[src/logic/datapath_regs.vh]
`ifndef DATAPATH_REGS_VH
`define DATAPATH_REGS_VH
// register offsets on the slice's own register port
`define OFS_ACC0   5'h00
`define OFS_ACC1   5'h01
`define OFS_OPR0   5'h02
`define OFS_OPR1   5'h03
`define OFS_Q0     5'h04
`define OFS_Q1     5'h05
`define OFS_CTRL   5'h06
`define OFS_STAT   5'h07
`define OFS_CFGLO  5'h08
`define OFS_CFGHI  5'h09
`define OFS_CFGADR 5'h0A
`define OFS_MASK0  5'h0B
`define OFS_MASK1  5'h0C
`define OFS_POLY   5'h0D
`define OFS_MSB    5'h0E
`define OFS_ORMASK 5'h0F
`define OFS_OSEL0  5'h10
`define OFS_OSEL1  5'h11
`define OFS_OSEL2  5'h12
`define OFS_MODE   5'h13
`define OFS_STICKY 5'h14
`define OFS_QSTAT  5'h15
`define OFS_PINCFG 5'h16
`define OFS_PININ  5'h17
// reset values
`define RST_BYTE   8'h00
`define RST_MODE   8'h0C
`define RST_CFG    16'h0000
`define RST_MASK   8'hFF
`define RST_MSB    3'h7
`define RST_OSEL   24'h00_0000
// configuration word fields
`define F_FUNC     2:0
`define F_SRCA     3
`define F_SRCB     5:4
`define F_SHIFT    7:6
`define F_DWE      8
`define F_DSEL     9
`define F_DSRC     11:10
`define F_PUSH     12
`define F_CSEL     13
`define F_CRC      14
`define F_ORM      15
// mode register fields
`define M_DIR0     0
`define M_DIR1     1
`define M_DPEN     2
`define M_SCEN     3
`define M_CHAIN    4
`define M_CMPSEL   5
// alu function codes
`define FN_PASS    3'h0
`define FN_INC     3'h1
`define FN_DEC     3'h2
`define FN_ADD     3'h3
`define FN_SUB     3'h4
`define FN_AND     3'h5
`define FN_OR      3'h6
`define FN_XOR     3'h7
`endif

[src/logic/byte_datapath.v]
// How it works
// [RULE1] six bus-visible working registers: two accumulators, two operand regs, two queues
// [RULE2] accumulators are alu operand, alu destination and compare operand
// [RULE3] operand registers only feed the alu and compares; data source 3 also loads operand b straight into an accumulator
// [RULE4] queues load operand regs/accumulators or capture accumulator or alu result
// [RULE5] two four-entry queues, each independently input or output direction
// [RULE6] queue empty and full conditions selectable onto slice outputs
// [RULE7] eight 16-bit config words, 3-bit routed address picks one per cycle
// [RULE8] alu does inc, dec, add, sub, and, or, xor, pass
// [RULE9] shift left, shift right, nibble swap and or-mask after the alu
// [RULE10] two masked compares with selectable operand pairings
// [RULE11] zero, all-ones, overflow detect; selected conditions drive routing outputs
// [RULE12] carry, shift and compare chain to and from neighbour slices
// [RULE13] programmable msb position for arithmetic, shift and output masking
// [RULE14] one crc or pseudo random sequence step per cycle, programmable polynomial
// [RULE15] carry and shift out registered, selectable as later inputs
// [RULE16] six routing inputs and six selectable routing outputs
// [RULE17] bus-writable control register drives routing
// [RULE18] read-only status register shows internal conditions
// [RULE19] status bits may latch pulses until a status read clears them
// [RULE20] datapath and status/control each have their own enable; the status/control one gates only the status register
// [RULE21] port has sixteen data routes and four drive controls
// [RULE22] pin output optionally one extra stage, pin input synchronised twice
// [RULE23] queues report empty/full; full write or empty read leaves contents
`timescale 1ns/1ps
`default_nettype none
`include "datapath_regs.vh"

// byte queue with valid/ready on both sides
module byte_queue #(
    parameter W  = 8,
    parameter D  = 8,
    parameter AW = 3
) (
    // clock and reset
    input  wire         clock,
    input  wire         resetn,
    // fill side
    input  wire         in_valid,
    output wire         in_ready,
    input  wire [W-1:0] in_data,
    // drain side
    output wire         out_valid,
    input  wire         out_ready,
    output wire [W-1:0] out_data,
    // status
    output wire         full,
    output wire         empty
);
    reg [W-1:0] mem [0:D-1];
    reg [AW-1:0] wp_r;
    reg [AW-1:0] rp_r;
    reg [AW:0]   cnt_r;
    wire         wr = in_valid & in_ready;
    wire         rd = out_valid & out_ready;

    // full write and empty read are refused by the handshake
    assign full      = (cnt_r == D[AW:0]); // RULE23
    assign empty     = (cnt_r == {(AW+1){1'b0}}); // RULE23
    assign in_ready  = ~full;
    assign out_valid = ~empty;
    assign out_data  = mem[rp_r];

    // pointers wrap at the depth, not at the power of two
    always @(posedge clock or negedge resetn) begin
        if (!resetn) begin
            wp_r  <= {AW{1'b0}};
            rp_r  <= {AW{1'b0}};
            cnt_r <= {(AW+1){1'b0}};
        end else begin
            if (wr)
                wp_r <= (wp_r == D[AW-1:0] - 1'b1) ? {AW{1'b0}} : wp_r + 1'b1;
            if (rd)
                rp_r <= (rp_r == D[AW-1:0] - 1'b1) ? {AW{1'b0}} : rp_r + 1'b1;
            if (wr & ~rd)
                cnt_r <= cnt_r + 1'b1;
            else if (rd & ~wr)
                cnt_r <= cnt_r - 1'b1;
        end
    end

    // storage needs no reset
    always @(posedge clock) begin
        if (wr)
            mem[wp_r] <= in_data;
    end
endmodule // byte_queue

module byte_datapath #(
    parameter QDEPTH = 4,
    parameter QAW    = 2
) (
    // clock and reset
    input  wire       clock,
    input  wire       resetn,
    // register port
    input  wire       bus_req,
    input  wire       bus_we,
    input  wire [4:0] bus_addr,
    input  wire [7:0] bus_wdata,
    output reg        bus_ack_r,
    output reg  [7:0] bus_rdata_r,
    // routing matrix
    input  wire [5:0] route_in,
    output reg  [5:0] route_out_r,
    output reg  [7:0] ctrl_out_r,
    // neighbour chaining
    input  wire       chain_carry_in,
    input  wire       chain_shift_in,
    input  wire       chain_cmp_in,
    output reg        chain_carry_out_r,
    output reg        chain_shift_out_r,
    output reg        chain_cmp_out_r,
    // io port
    input  wire [7:0] pin_in,
    output reg  [7:0] pin_out_r,
    output reg  [7:0] pin_oe_r
);
    reg  [7:0]  acc0_r, acc1_r, opr0_r, opr1_r;
    reg  [15:0] cfg_ram [0:7];
    reg  [7:0]  cfglo_r, mask0_r, mask1_r, poly_r, ormask_r;
    reg  [7:0]  mode_r, sticky_r, stat_r, pincfg_r, pin_s1_r, pin_s2_r, pin_pipe_r;
    reg  [2:0]  cfgadr_r, msb_r;
    reg  [23:0] osel_r;
    reg         carry_r, shift_r;
    reg  [8:0]  r9;
    reg  [7:0]  b, sh, res, acc_val, rd_mux;
    reg         sout;
    integer     k;

    // width mask from the msb position
    function [7:0] width_mask;
        input [2:0] m;
        width_mask = 8'hFF >> (3'd7 - m);
    endfunction

    wire       wr  = bus_req & bus_we;
    wire       rdq = bus_req & ~bus_we;
    wire       dir0 = mode_r[`M_DIR0];
    wire       dir1 = mode_r[`M_DIR1];
    wire       dp_en = mode_r[`M_DPEN];
    wire       sc_en = mode_r[`M_SCEN];
    wire       chain = mode_r[`M_CHAIN];
    wire [15:0] cw = cfg_ram[route_in[2:0]]; // RULE7 RULE16
    wire [7:0] wm = width_mask(msb_r); // RULE13
    wire [7:0] a  = cw[`F_SRCA] ? acc1_r : acc0_r; // RULE2
    wire       cin = cw[`F_CSEL] ? carry_r : chain_carry_in; // RULE15 RULE12
    wire       sin = cw[`F_CSEL] ? shift_r : (chain ? chain_shift_in : route_in[3]); // RULE15

    // queue handshakes
    wire       q0_iv, q0_ir, q0_ov, q0_or, q0_full, q0_empty;
    wire       q1_iv, q1_ir, q1_ov, q1_or, q1_full, q1_empty;
    wire [7:0] q0_head, q1_head;

    // operand b may be either accumulator or either operand register
    always @* begin
        case (cw[`F_SRCB])
            2'd0:    b = acc0_r;
            2'd1:    b = acc1_r;
            2'd2:    b = opr0_r; // RULE3
            default: b = opr1_r; // RULE3
        endcase
    end

    // alu, nine bits wide so the carry falls out for free
    always @* begin
        case (cw[`F_FUNC])
            `FN_PASS: r9 = {1'b0, a};
            `FN_INC:  r9 = {1'b0, a} + 9'h001;
            `FN_DEC:  r9 = {1'b0, a} - 9'h001;
            `FN_ADD:  r9 = {1'b0, a} + {1'b0, b} + {8'h00, cin};
            `FN_SUB:  r9 = {1'b0, a} + {1'b0, ~b} + {8'h00, cin};
            `FN_AND:  r9 = {1'b0, a & b};
            `FN_OR:   r9 = {1'b0, a | b};
            default:  r9 = {1'b0, a ^ b};
        endcase
    end // RULE8

    // carry taken at msb+1 so narrow counters chain correctly
    wire [7:0] alu  = r9[7:0] & wm;
    wire       cout = r9[{1'b0, msb_r} + 4'd1]; // RULE13
    wire       fb   = a[msb_r] ^ sin;
    wire [7:0] crcv = (({a[6:0], 1'b0}) ^ (fb ? poly_r : 8'h00)) & wm; // RULE14

    // post-alu stage, then crc override and or-mask
    always @* begin
        sout = 1'b0;
        case (cw[`F_SHIFT])
            2'd0: sh = alu;
            2'd1: begin
                sh   = {alu[6:0], sin} & wm;
                sout = alu[msb_r];
            end
            2'd2: begin
                sh   = (alu >> 1) | ({7'h00, sin} << msb_r);
                sout = alu[0];
            end
            default: sh = {alu[3:0], alu[7:4]};
        endcase // RULE9
        if (cw[`F_CRC]) begin
            sh   = crcv;
            sout = fb;
        end
        res = cw[`F_ORM] ? (sh | ormask_r) : sh; // RULE9
    end

    // conditions
    wire arith = (cw[`F_FUNC] == `FN_ADD) | (cw[`F_FUNC] == `FN_SUB);
    wire bm    = (cw[`F_FUNC] == `FN_SUB) ? ~b[msb_r] : b[msb_r];
    wire ovf   = arith & (a[msb_r] == bm) & (res[msb_r] != a[msb_r]); // RULE11
    wire zero  = ((res & wm) == 8'h00); // RULE11
    wire ones  = ((res & wm) == wm); // RULE11
    wire [7:0] c0b = mode_r[`M_CMPSEL] ? acc1_r : opr0_r;
    wire c0_eq = ((acc0_r & mask0_r) == (c0b & mask0_r)); // RULE10
    wire c0_lt = ((acc0_r & mask0_r) <  (c0b & mask0_r)); // RULE10
    wire c1_eq = ((acc1_r & mask1_r) == (opr1_r & mask1_r)); // RULE10
    wire c1_lt = ((acc1_r & mask1_r) <  (opr1_r & mask1_r)); // RULE10
    wire c_ch  = c0_eq & (chain ? chain_cmp_in : 1'b1); // RULE12
    wire [15:0] cond = {1'b0, sout, c_ch, q1_full, q1_empty, q0_full, q0_empty,
                        carry_r, ovf, ones, zero, c1_lt, c1_eq, c0_lt, c0_eq, 1'b0}; // RULE6

    // queue traffic; a full output queue stalls the whole step when the word pushes
    wire ld0   = (cw[`F_DWE] & (cw[`F_DSRC] == 2'd1)) | route_in[4];
    wire ld1   = (cw[`F_DWE] & (cw[`F_DSRC] == 2'd2)) | route_in[5];
    wire need0 = ld0 & ~dir0;
    wire need1 = ld1 & ~dir1;
    wire stall = (need0 & q0_empty) | (need1 & q1_empty) |
                 (cw[`F_PUSH] & ((dir0 & q0_full) | (dir1 & q1_full)));
    wire go    = dp_en & ~stall; // RULE20
    wire bw_q0 = wr & (bus_addr == `OFS_Q0);
    wire bw_q1 = wr & (bus_addr == `OFS_Q1);
    wire br_q0 = rdq & (bus_addr == `OFS_Q0);
    wire br_q1 = rdq & (bus_addr == `OFS_Q1);
    assign q0_iv = dir0 ? (go & cw[`F_PUSH]) : bw_q0; // RULE5 RULE4
    assign q1_iv = dir1 ? (go & cw[`F_PUSH]) : bw_q1; // RULE5 RULE4
    assign q0_or = dir0 ? br_q0 : (go & need0);
    assign q1_or = dir1 ? br_q1 : (go & need1);

    byte_queue #(.W(8), .D(QDEPTH), .AW(QAW)) u_q0 (
        .clock(clock), .resetn(resetn),
        .in_valid(q0_iv), .in_ready(q0_ir), .in_data(dir0 ? res : bus_wdata),
        .out_valid(q0_ov), .out_ready(q0_or), .out_data(q0_head),
        .full(q0_full), .empty(q0_empty)
    );
    byte_queue #(.W(8), .D(QDEPTH), .AW(QAW)) u_q1 (
        .clock(clock), .resetn(resetn),
        .in_valid(q1_iv), .in_ready(q1_ir), .in_data(dir1 ? acc1_r : bus_wdata),
        .out_valid(q1_ov), .out_ready(q1_or), .out_data(q1_head),
        .full(q1_full), .empty(q1_empty)
    );

    // accumulator load source
    always @* begin
        case (cw[`F_DSRC])
            2'd0:    acc_val = res;
            2'd1:    acc_val = q0_head; // RULE4
            2'd2:    acc_val = q1_head; // RULE4
            default: acc_val = b;
        endcase
    end

    // working registers; a bus write wins over a datapath write
    always @(posedge clock or negedge resetn) begin
        if (!resetn) begin
            acc0_r  <= `RST_BYTE;
            acc1_r  <= `RST_BYTE;
            opr0_r  <= `RST_BYTE;
            opr1_r  <= `RST_BYTE;
            carry_r <= 1'b0;
            shift_r <= 1'b0;
        end else begin
            if (go) begin
                carry_r <= cout; // RULE15
                shift_r <= sout; // RULE15
                if (cw[`F_DWE] & ~cw[`F_DSEL])
                    acc0_r <= acc_val; // RULE2
                if (cw[`F_DWE] & cw[`F_DSEL])
                    acc1_r <= acc_val; // RULE2
                if (route_in[4] & ~dir0)
                    opr0_r <= q0_head; // RULE4
                if (route_in[5] & ~dir1)
                    opr1_r <= q1_head; // RULE4
            end
            if (wr & (bus_addr == `OFS_ACC0)) acc0_r <= bus_wdata; // RULE1
            if (wr & (bus_addr == `OFS_ACC1)) acc1_r <= bus_wdata; // RULE1
            if (wr & (bus_addr == `OFS_OPR0)) opr0_r <= bus_wdata; // RULE1
            if (wr & (bus_addr == `OFS_OPR1)) opr1_r <= bus_wdata; // RULE1
        end
    end

    // configuration and mode registers
    always @(posedge clock or negedge resetn) begin
        if (!resetn) begin
            for (k = 0; k < 8; k = k + 1)
                cfg_ram[k] <= `RST_CFG;
            cfglo_r  <= `RST_BYTE;
            cfgadr_r <= 3'h0;
            mask0_r  <= `RST_MASK;
            mask1_r  <= `RST_MASK;
            poly_r   <= `RST_BYTE;
            msb_r    <= `RST_MSB;
            ormask_r <= `RST_BYTE;
            osel_r   <= `RST_OSEL;
            mode_r   <= `RST_MODE;
            sticky_r <= `RST_BYTE;
            pincfg_r <= `RST_BYTE;
            ctrl_out_r <= `RST_BYTE;
        end else if (wr) begin
            case (bus_addr)
                `OFS_CFGLO:  cfglo_r <= bus_wdata;
                `OFS_CFGHI:  cfg_ram[cfgadr_r] <= {bus_wdata, cfglo_r}; // RULE7
                `OFS_CFGADR: cfgadr_r <= bus_wdata[2:0];
                `OFS_MASK0:  mask0_r <= bus_wdata;
                `OFS_MASK1:  mask1_r <= bus_wdata;
                `OFS_POLY:   poly_r <= bus_wdata;
                `OFS_MSB:    msb_r <= bus_wdata[2:0];
                `OFS_ORMASK: ormask_r <= bus_wdata;
                `OFS_OSEL0:  osel_r[7:0] <= bus_wdata;
                `OFS_OSEL1:  osel_r[15:8] <= bus_wdata;
                `OFS_OSEL2:  osel_r[23:16] <= bus_wdata;
                `OFS_MODE:   mode_r <= bus_wdata;
                `OFS_STICKY: sticky_r <= bus_wdata;
                `OFS_PINCFG: pincfg_r <= bus_wdata;
                `OFS_CTRL:   ctrl_out_r <= bus_wdata; // RULE17
                default:     cfglo_r <= cfglo_r;
            endcase
        end
    end

    // status: sticky bits hold until read, a new event beats the clear
    wire stat_rd = rdq & (bus_addr == `OFS_STAT);
    always @(posedge clock or negedge resetn) begin
        if (!resetn)
            stat_r <= `RST_BYTE;
        else if (sc_en) // RULE20
            stat_r <= cond[8:1] | (sticky_r & stat_r & {8{~stat_rd}}); // RULE18 RULE19
    end

    // routing outputs, each picks one condition
    genvar g;
    generate
        for (g = 0; g < 6; g = g + 1) begin : g_route
            always @(posedge clock or negedge resetn) begin
                if (!resetn)
                    route_out_r[g] <= 1'b0;
                else
                    route_out_r[g] <= cond[osel_r[4*g+3:4*g]]; // RULE11 RULE16
            end
        end
        for (g = 0; g < 4; g = g + 1) begin : g_oe
            always @(posedge clock or negedge resetn) begin
                if (!resetn)
                    pin_oe_r[2*g+1:2*g] <= 2'b00;
                else
                    pin_oe_r[2*g+1:2*g] <= {2{pincfg_r[4+g]}}; // RULE21
            end
        end
    endgenerate

    // chaining outputs and pins; first sync stage feeds only the second
    always @(posedge clock or negedge resetn) begin
        if (!resetn) begin
            chain_carry_out_r <= 1'b0;
            chain_shift_out_r <= 1'b0;
            chain_cmp_out_r   <= 1'b0;
            pin_s1_r   <= `RST_BYTE;
            pin_s2_r   <= `RST_BYTE;
            pin_pipe_r <= `RST_BYTE;
            pin_out_r  <= `RST_BYTE;
        end else begin
            chain_carry_out_r <= cout; // RULE12
            chain_shift_out_r <= sout; // RULE12
            chain_cmp_out_r   <= c_ch; // RULE12
            pin_s1_r   <= pin_in; // RULE22
            pin_s2_r   <= pin_s1_r; // RULE22
            pin_pipe_r <= ctrl_out_r;
            pin_out_r  <= pincfg_r[0] ? pin_pipe_r : ctrl_out_r; // RULE22 RULE21
        end
    end

    // read data; empty or wrong-direction queue reads give zero
    always @* begin
        case (bus_addr)
            `OFS_ACC0:   rd_mux = acc0_r;
            `OFS_ACC1:   rd_mux = acc1_r;
            `OFS_OPR0:   rd_mux = opr0_r;
            `OFS_OPR1:   rd_mux = opr1_r;
            `OFS_Q0:     rd_mux = (dir0 & q0_ov) ? q0_head : 8'h00; // RULE23
            `OFS_Q1:     rd_mux = (dir1 & q1_ov) ? q1_head : 8'h00; // RULE23
            `OFS_CTRL:   rd_mux = ctrl_out_r;
            `OFS_STAT:   rd_mux = stat_r; // RULE18
            `OFS_CFGADR: rd_mux = {5'h00, cfgadr_r};
            `OFS_MASK0:  rd_mux = mask0_r;
            `OFS_MASK1:  rd_mux = mask1_r;
            `OFS_POLY:   rd_mux = poly_r;
            `OFS_MSB:    rd_mux = {5'h00, msb_r};
            `OFS_ORMASK: rd_mux = ormask_r;
            `OFS_OSEL0:  rd_mux = osel_r[7:0];
            `OFS_OSEL1:  rd_mux = osel_r[15:8];
            `OFS_OSEL2:  rd_mux = osel_r[23:16];
            `OFS_MODE:   rd_mux = mode_r;
            `OFS_STICKY: rd_mux = sticky_r;
            `OFS_QSTAT:  rd_mux = {4'h0, q1_full, q1_empty, q0_full, q0_empty}; // RULE23
            `OFS_PINCFG: rd_mux = pincfg_r;
            `OFS_PININ:  rd_mux = pin_s2_r;
            default:     rd_mux = 8'h00;
        endcase
    end

    // one-cycle answer to every request
    always @(posedge clock or negedge resetn) begin
        if (!resetn) begin
            bus_ack_r   <= 1'b0;
            bus_rdata_r <= 8'h00;
        end else begin
            bus_ack_r   <= bus_req;
            bus_rdata_r <= rdq ? rd_mux : 8'h00;
        end
    end
endmodule // byte_datapath
`default_nettype wire

[config.mk]
export PLATFORM = sky130hd
export DESIGN_NAME = byte_datapath
export DESIGN_NICKNAME = d
export VERILOG_FILES = /design/src/logic/byte_datapath.v
export VERILOG_INCLUDE_DIRS = /design/src /design/src/logic
export SDC_FILE = /design/constraint.sdc
export NUM_CORES = 1
export LEC_CHECK = 0
export ABC_AREA = 0
export BUFFER_PORTS_ARGS = -buffer_cell sky130_fd_sc_hd__buf_2
export CORE_UTILIZATION = 48
export CTS_CLUSTER_SIZE = 16
export DETAILED_ROUTE_END_ITERATION = 8
export PLACE_DENSITY_LB_ADDON = 0.1
export SYNTH_ARGS = -nofsm -noshare
export SYNTH_HDL_FRONTEND = slang
export SYNTH_SLANG_ARGS = --single-unit
[constraint.sdc]
create_clock -name clock -period 7.83 [get_ports clock]
set_input_delay 0.3915 -clock clock [delete_from_list [all_inputs] [get_ports clock]]
set_output_delay 0.3915 -clock clock [all_outputs]
set_load 0.005 [all_outputs]
==> impl_metrics.sql <==
INSERT INTO impl_metrics (metric_group, metric, value, unit) VALUES
('clocking', 'htree_num_levels', '2', ''),
('route', 'vias', '17700', ''),
('timing', 'fin_worst_skew', '27.3', 'ps'),
('timing', 'fin_tns_setup', '0', 'ps'),
('power', 'static-leakage-power', '11.3', 'nW'),
('global_route', 'global_route_wire_length_before_repair', '116000', 'µm'),
('route', 'dr_vias_cell', '6.56', ''),
('status', 'violations_in_the_final_reports', 'design-rule violations', ''),
('placed_design', 'placed_cells', '2610', ''),
('synth', 'syn_nets', '2106', ''),
('global_route', 'track_usage', '32.7', '%'),
('finish', 'num-nets-final', '2170', ''),
('floorplan', 'die_area', '48700', 'µm²'),
('synth', 'synth.avg_cell_area', '11.5', 'µm²'),
('route', 'drt-wirelength-per-cell', '29.0', 'µm'),
('finish', 'area_occupied_by_multi_input_gates', '11800', 'µm²'),
('setup_path', 'crit_slowest_cell', 'sky130_fd_sc_hd__a211oi_2', ''),
('clocking', 'cts_tree', 'built', ''),
('setup_path', 'critical-path-max-stage-delay', '620', 'ps'),
('timing', 'finalHoldViolations', '0', ''),
('finish', 'fin_cells', '2703', ''),
('synth', 'number_of_flops_mapped_to_enable_cells_by_yosys', '64', ''),
('timing', 'final_setup_vio_count', '0', ''),
('finish', 'layout.cells.most_common_list', 'sky130_fd_sc_hd__dfrtp_1, sky130_fd_sc_hd__mux2_2, sky130_fd_sc_hd__nand2_1', ''),
('route', 'firstDrtPassIters', '9', ''),
('route', 'detail-route-antenna-nets', '0', ''),
('finish', 'fillCellCount', '4018', ''),
('setup_path', 'critical_path.endpoint_type', 'register', ''),
('setup_path', 'start_kind', 'register', ''),
('clocking', 'insertion_delay', '600', 'ps'),
('synth', 'number_of_standard_cells_after_synthesis', '1996', ''),
('setup_path', 'worstPathMaxFanout', '7', ''),
('timing', 'grt_setup_unrepaired', 'false', ''),
('setup_path', 'cp_data_arrival_time', '7250', 'ps'),
('floorplan', 'top_level_ports', '76', ''),
('setup_path', 'worst-path-buf-inv', '3', ''),
('synth', 'synth-seq-cells', '404', ''),
('power', 'total_power', '7.00', 'mW'),
('timing', 'max_slew.worst_pin.slew', '1310', 'ps'),
('timing', 'final-max-slew-violation-count', '0', ''),
('global_route', 'global_route.overflow_total', '0', ''),
('floorplan', 'num_rows', '79', ''),
('finish', 'layout_commonest_cell', 'sky130_fd_sc_hd__dfrtp_1', ''),
('synth', 'ys_async_sr_fraction', '84.2', '%'),
('route', 'initialDrtViolationCount', '2161', ''),
('setup_path', 'cp_top_family', 'compound AO/OA/AOI/OAI gates', ''),
('floorplan', 'die_height', '221', 'µm'),
('placed_design', 'gp_routability_congestion', '0.993', ''),
('clocking', 'ctsLongestPathBuffers', '3', ''),
('setup_path', 'worst-setup-path-type', 'register to register', ''),
('setup_path', 'cell_chain_critical_path', 'mux4_2 > mux2i_2 > mux2i_1 > a21oi_1 > buf_4 > inv_1 > fa_1 > inv_1 > fa_1 > nor2_1 > o311a_1 > o21a_1 > or3_1 > a311o_1 > a21oi_1 > nand2_1 > a41oi_1 > nor3_1 > nor3_1 > o31ai_4 > mux2i_1 > a211oi_2 > o22ai_1', ''),
('clocking', 'cts_inserted_buffers', '45', ''),
('global_route', 'grt_pass1_vias', '17100', ''),
('finish', 'antenna_cells_inserted', '0', ''),
('timing', 'timing_limited_maximum_frequency', '0.147', 'GHz'),
('power', 'worst_ir_drop_vdd', '0.200', 'mV'),
('status', 'status', 'complete, but fails checks', ''),
('synth', 'synth.lib_cells_used.distinct', '95', ''),
('synth', 'synth_top_flop_cell', 'sky130_fd_sc_hd__dfrtp_1', ''),
('clocking', 'clk_transition_reported_paths', '80', 'ps'),
('synth', 'synth.yosys.seq_area_share', '45.5', '%'),
('run', 'max_cap_violations', '0', ''),
('floorplan', 'core_region_area', '46900', 'µm²'),
('timing', 'finalWorstPathRequiredPeriod', '6820', 'ps'),
('setup_path', 'reg2reg_slack', '1010', 'ps'),
('timing', 'timing.final.crit_share', '87.1', '%'),
('finish', 'area.sequential', '10500', 'µm²'),
('min_path', 'timing.hold.worst.class', 'register to register', ''),
('route', 'drc', '5', ''),
('setup_path', 'worst-endpoint-required', '8250', 'ps'),
('finish', 'area.growth.synth_to_final', '12.3', '%');
repair_timing:
item	4_1_cts	5_1_grt
setup endpoints to repair	0	0
resized for setup	0	0
endpoints found under the hold margin	94	0
hold buffers	10	0
through the flow:
step	hold WS, ps	area [µm²]	util (%)
after detailed placement	336	24000	51.3
after global routing	356	25800	55.0
final	341	25800	55.0
after floorplan	95.9	23000	-
after CTS	350	25800	55.0
after global placement	334	24000	51.3
metal layers:
| layer | GRT usage, % | wire length (µm) | vias up |
|---|---|---|---|
| met3 | 6.01 | 6010 | 189 |
| li1 | - | - | 7626 |
| met2 | 50.1 | 35100 | 801 |
| met1 | 46.2 | 34200 | 9114 |
| met4 | 12.5 | 3100 | 0 |
| met5 | 0 | 0 | - |
final cells by class:
type / instances / share of cell area [%]
inverter: 61 / 0.888
timing repair buffer: 136 / 3.46
tap: 607 / 2.95
clock inverter: 27 / 1.58
sequential: 404 / 40.5
clock buffer: 56 / 4.84
multi-input combinational: 1412 / 45.7
worst register-to-register path: stages (launching register included):
cell	delay (ps)
sky130_fd_sc_hd__dfrtp_1	390
sky130_fd_sc_hd__mux4_2	480
sky130_fd_sc_hd__mux2i_2	490
sky130_fd_sc_hd__mux2i_1	150
sky130_fd_sc_hd__a21oi_1	210
sky130_fd_sc_hd__buf_4	180
sky130_fd_sc_hd__inv_1	100
sky130_fd_sc_hd__fa_1	420
sky130_fd_sc_hd__inv_1	90
sky130_fd_sc_hd__fa_1	240
sky130_fd_sc_hd__nor2_1	70
sky130_fd_sc_hd__o311a_1	330
sky130_fd_sc_hd__o21a_1	190
sky130_fd_sc_hd__or3_1	300
sky130_fd_sc_hd__a311o_1	380
sky130_fd_sc_hd__a21oi_1	570
sky130_fd_sc_hd__nand2_1	110
sky130_fd_sc_hd__a41oi_1	380
sky130_fd_sc_hd__nor3_1	140
sky130_fd_sc_hd__nor3_1	310
sky130_fd_sc_hd__o31ai_4	140
sky130_fd_sc_hd__mux2i_1	150
sky130_fd_sc_hd__a211oi_2	620
sky130_fd_sc_hd__o22ai_1	190
Yosys cell counts, drive strengths merged (7+ instances only):
| cell type | n | area share [%] |
|---|---|---|
| a211oi | 21 | 0.71 |
| a21o | 12 | 0.39 |
| a21oi | 102 | 2.2 |
| a221oi | 25 | 1.0 |
| a222oi | 9 | 0.39 |
| a22o | 22 | 0.84 |
| a22oi | 34 | 1.1 |
| a31oi | 23 | 0.65 |
| and2 | 32 | 0.87 |
| buf | 35 | 0.92 |
| clkbuf | 84 | 1.4 |
| dfrtp | 319 | 35 |
| dfstp | 21 | 2.4 |
| edfxtp | 64 | 8.4 |
| fa | 8 | 0.70 |
| ha | 68 | 3.7 |
| inv | 60 | 0.98 |
| mux2 | 276 | 14 |
| mux2i | 88 | 3.9 |
| mux4 | 58 | 5.7 |
| nand2 | 128 | 2.1 |
| nand2b | 24 | 0.65 |
| nand3 | 30 | 0.65 |
| nand4 | 10 | 0.27 |
| nor2 | 128 | 2.1 |
| nor2b | 27 | 0.74 |
| nor3 | 38 | 0.85 |
| nor3b | 7 | 0.25 |
| nor4 | 9 | 0.25 |
| o211ai | 13 | 0.42 |
| o21ai | 69 | 1.5 |
| o221a | 8 | 0.39 |
| o22ai | 17 | 0.46 |
| or3 | 13 | 0.35 |
| xnor2 | 9 | 0.34 |
cells by family after synthesis:
group,synth area share [%]
flip-flops,45.5
adder cells (fa/ha/maj),4.40
AO/OA/AOI/OAI,13.1
XOR/XNOR,0.572
buffers and inverters,3.28
multiplexers,23.1
AND/OR/NAND/NOR,10.1
path summary, 6_finish.rpt:
check                        startpoint        endpoint  cells past startpoint
setup / recovery           cfg_ram[117]  route_out_r[0]                     23
hold / removal              pin_s1_r[2]     pin_s2_r[2]                      0
setup reg to reg           cfg_ram[117]  route_out_r[0]                     23
hold reg to reg             pin_s1_r[2]     pin_s2_r[2]                      0
max in group asynchronous        resetn     cfg_ram[32]                      3
min in group asynchronous        resetn   pin_pipe_r[1]                      2
flip-flops by register name (all words and copies together), names as in the netlist, 24 cells and up:
register	count
cfg_ram	128
osel_r	24
u_q0.mem	32
u_q1.mem	32
report_power, final:
part | internal, mW | switching (mW)
combinational | 0.760 | 1.09
clock | 1.43 | 0.904
sequential | 2.39 | 0.427
total | 4.58 | 2.42
Note: power is estimated with default switching activity, not from simulation.
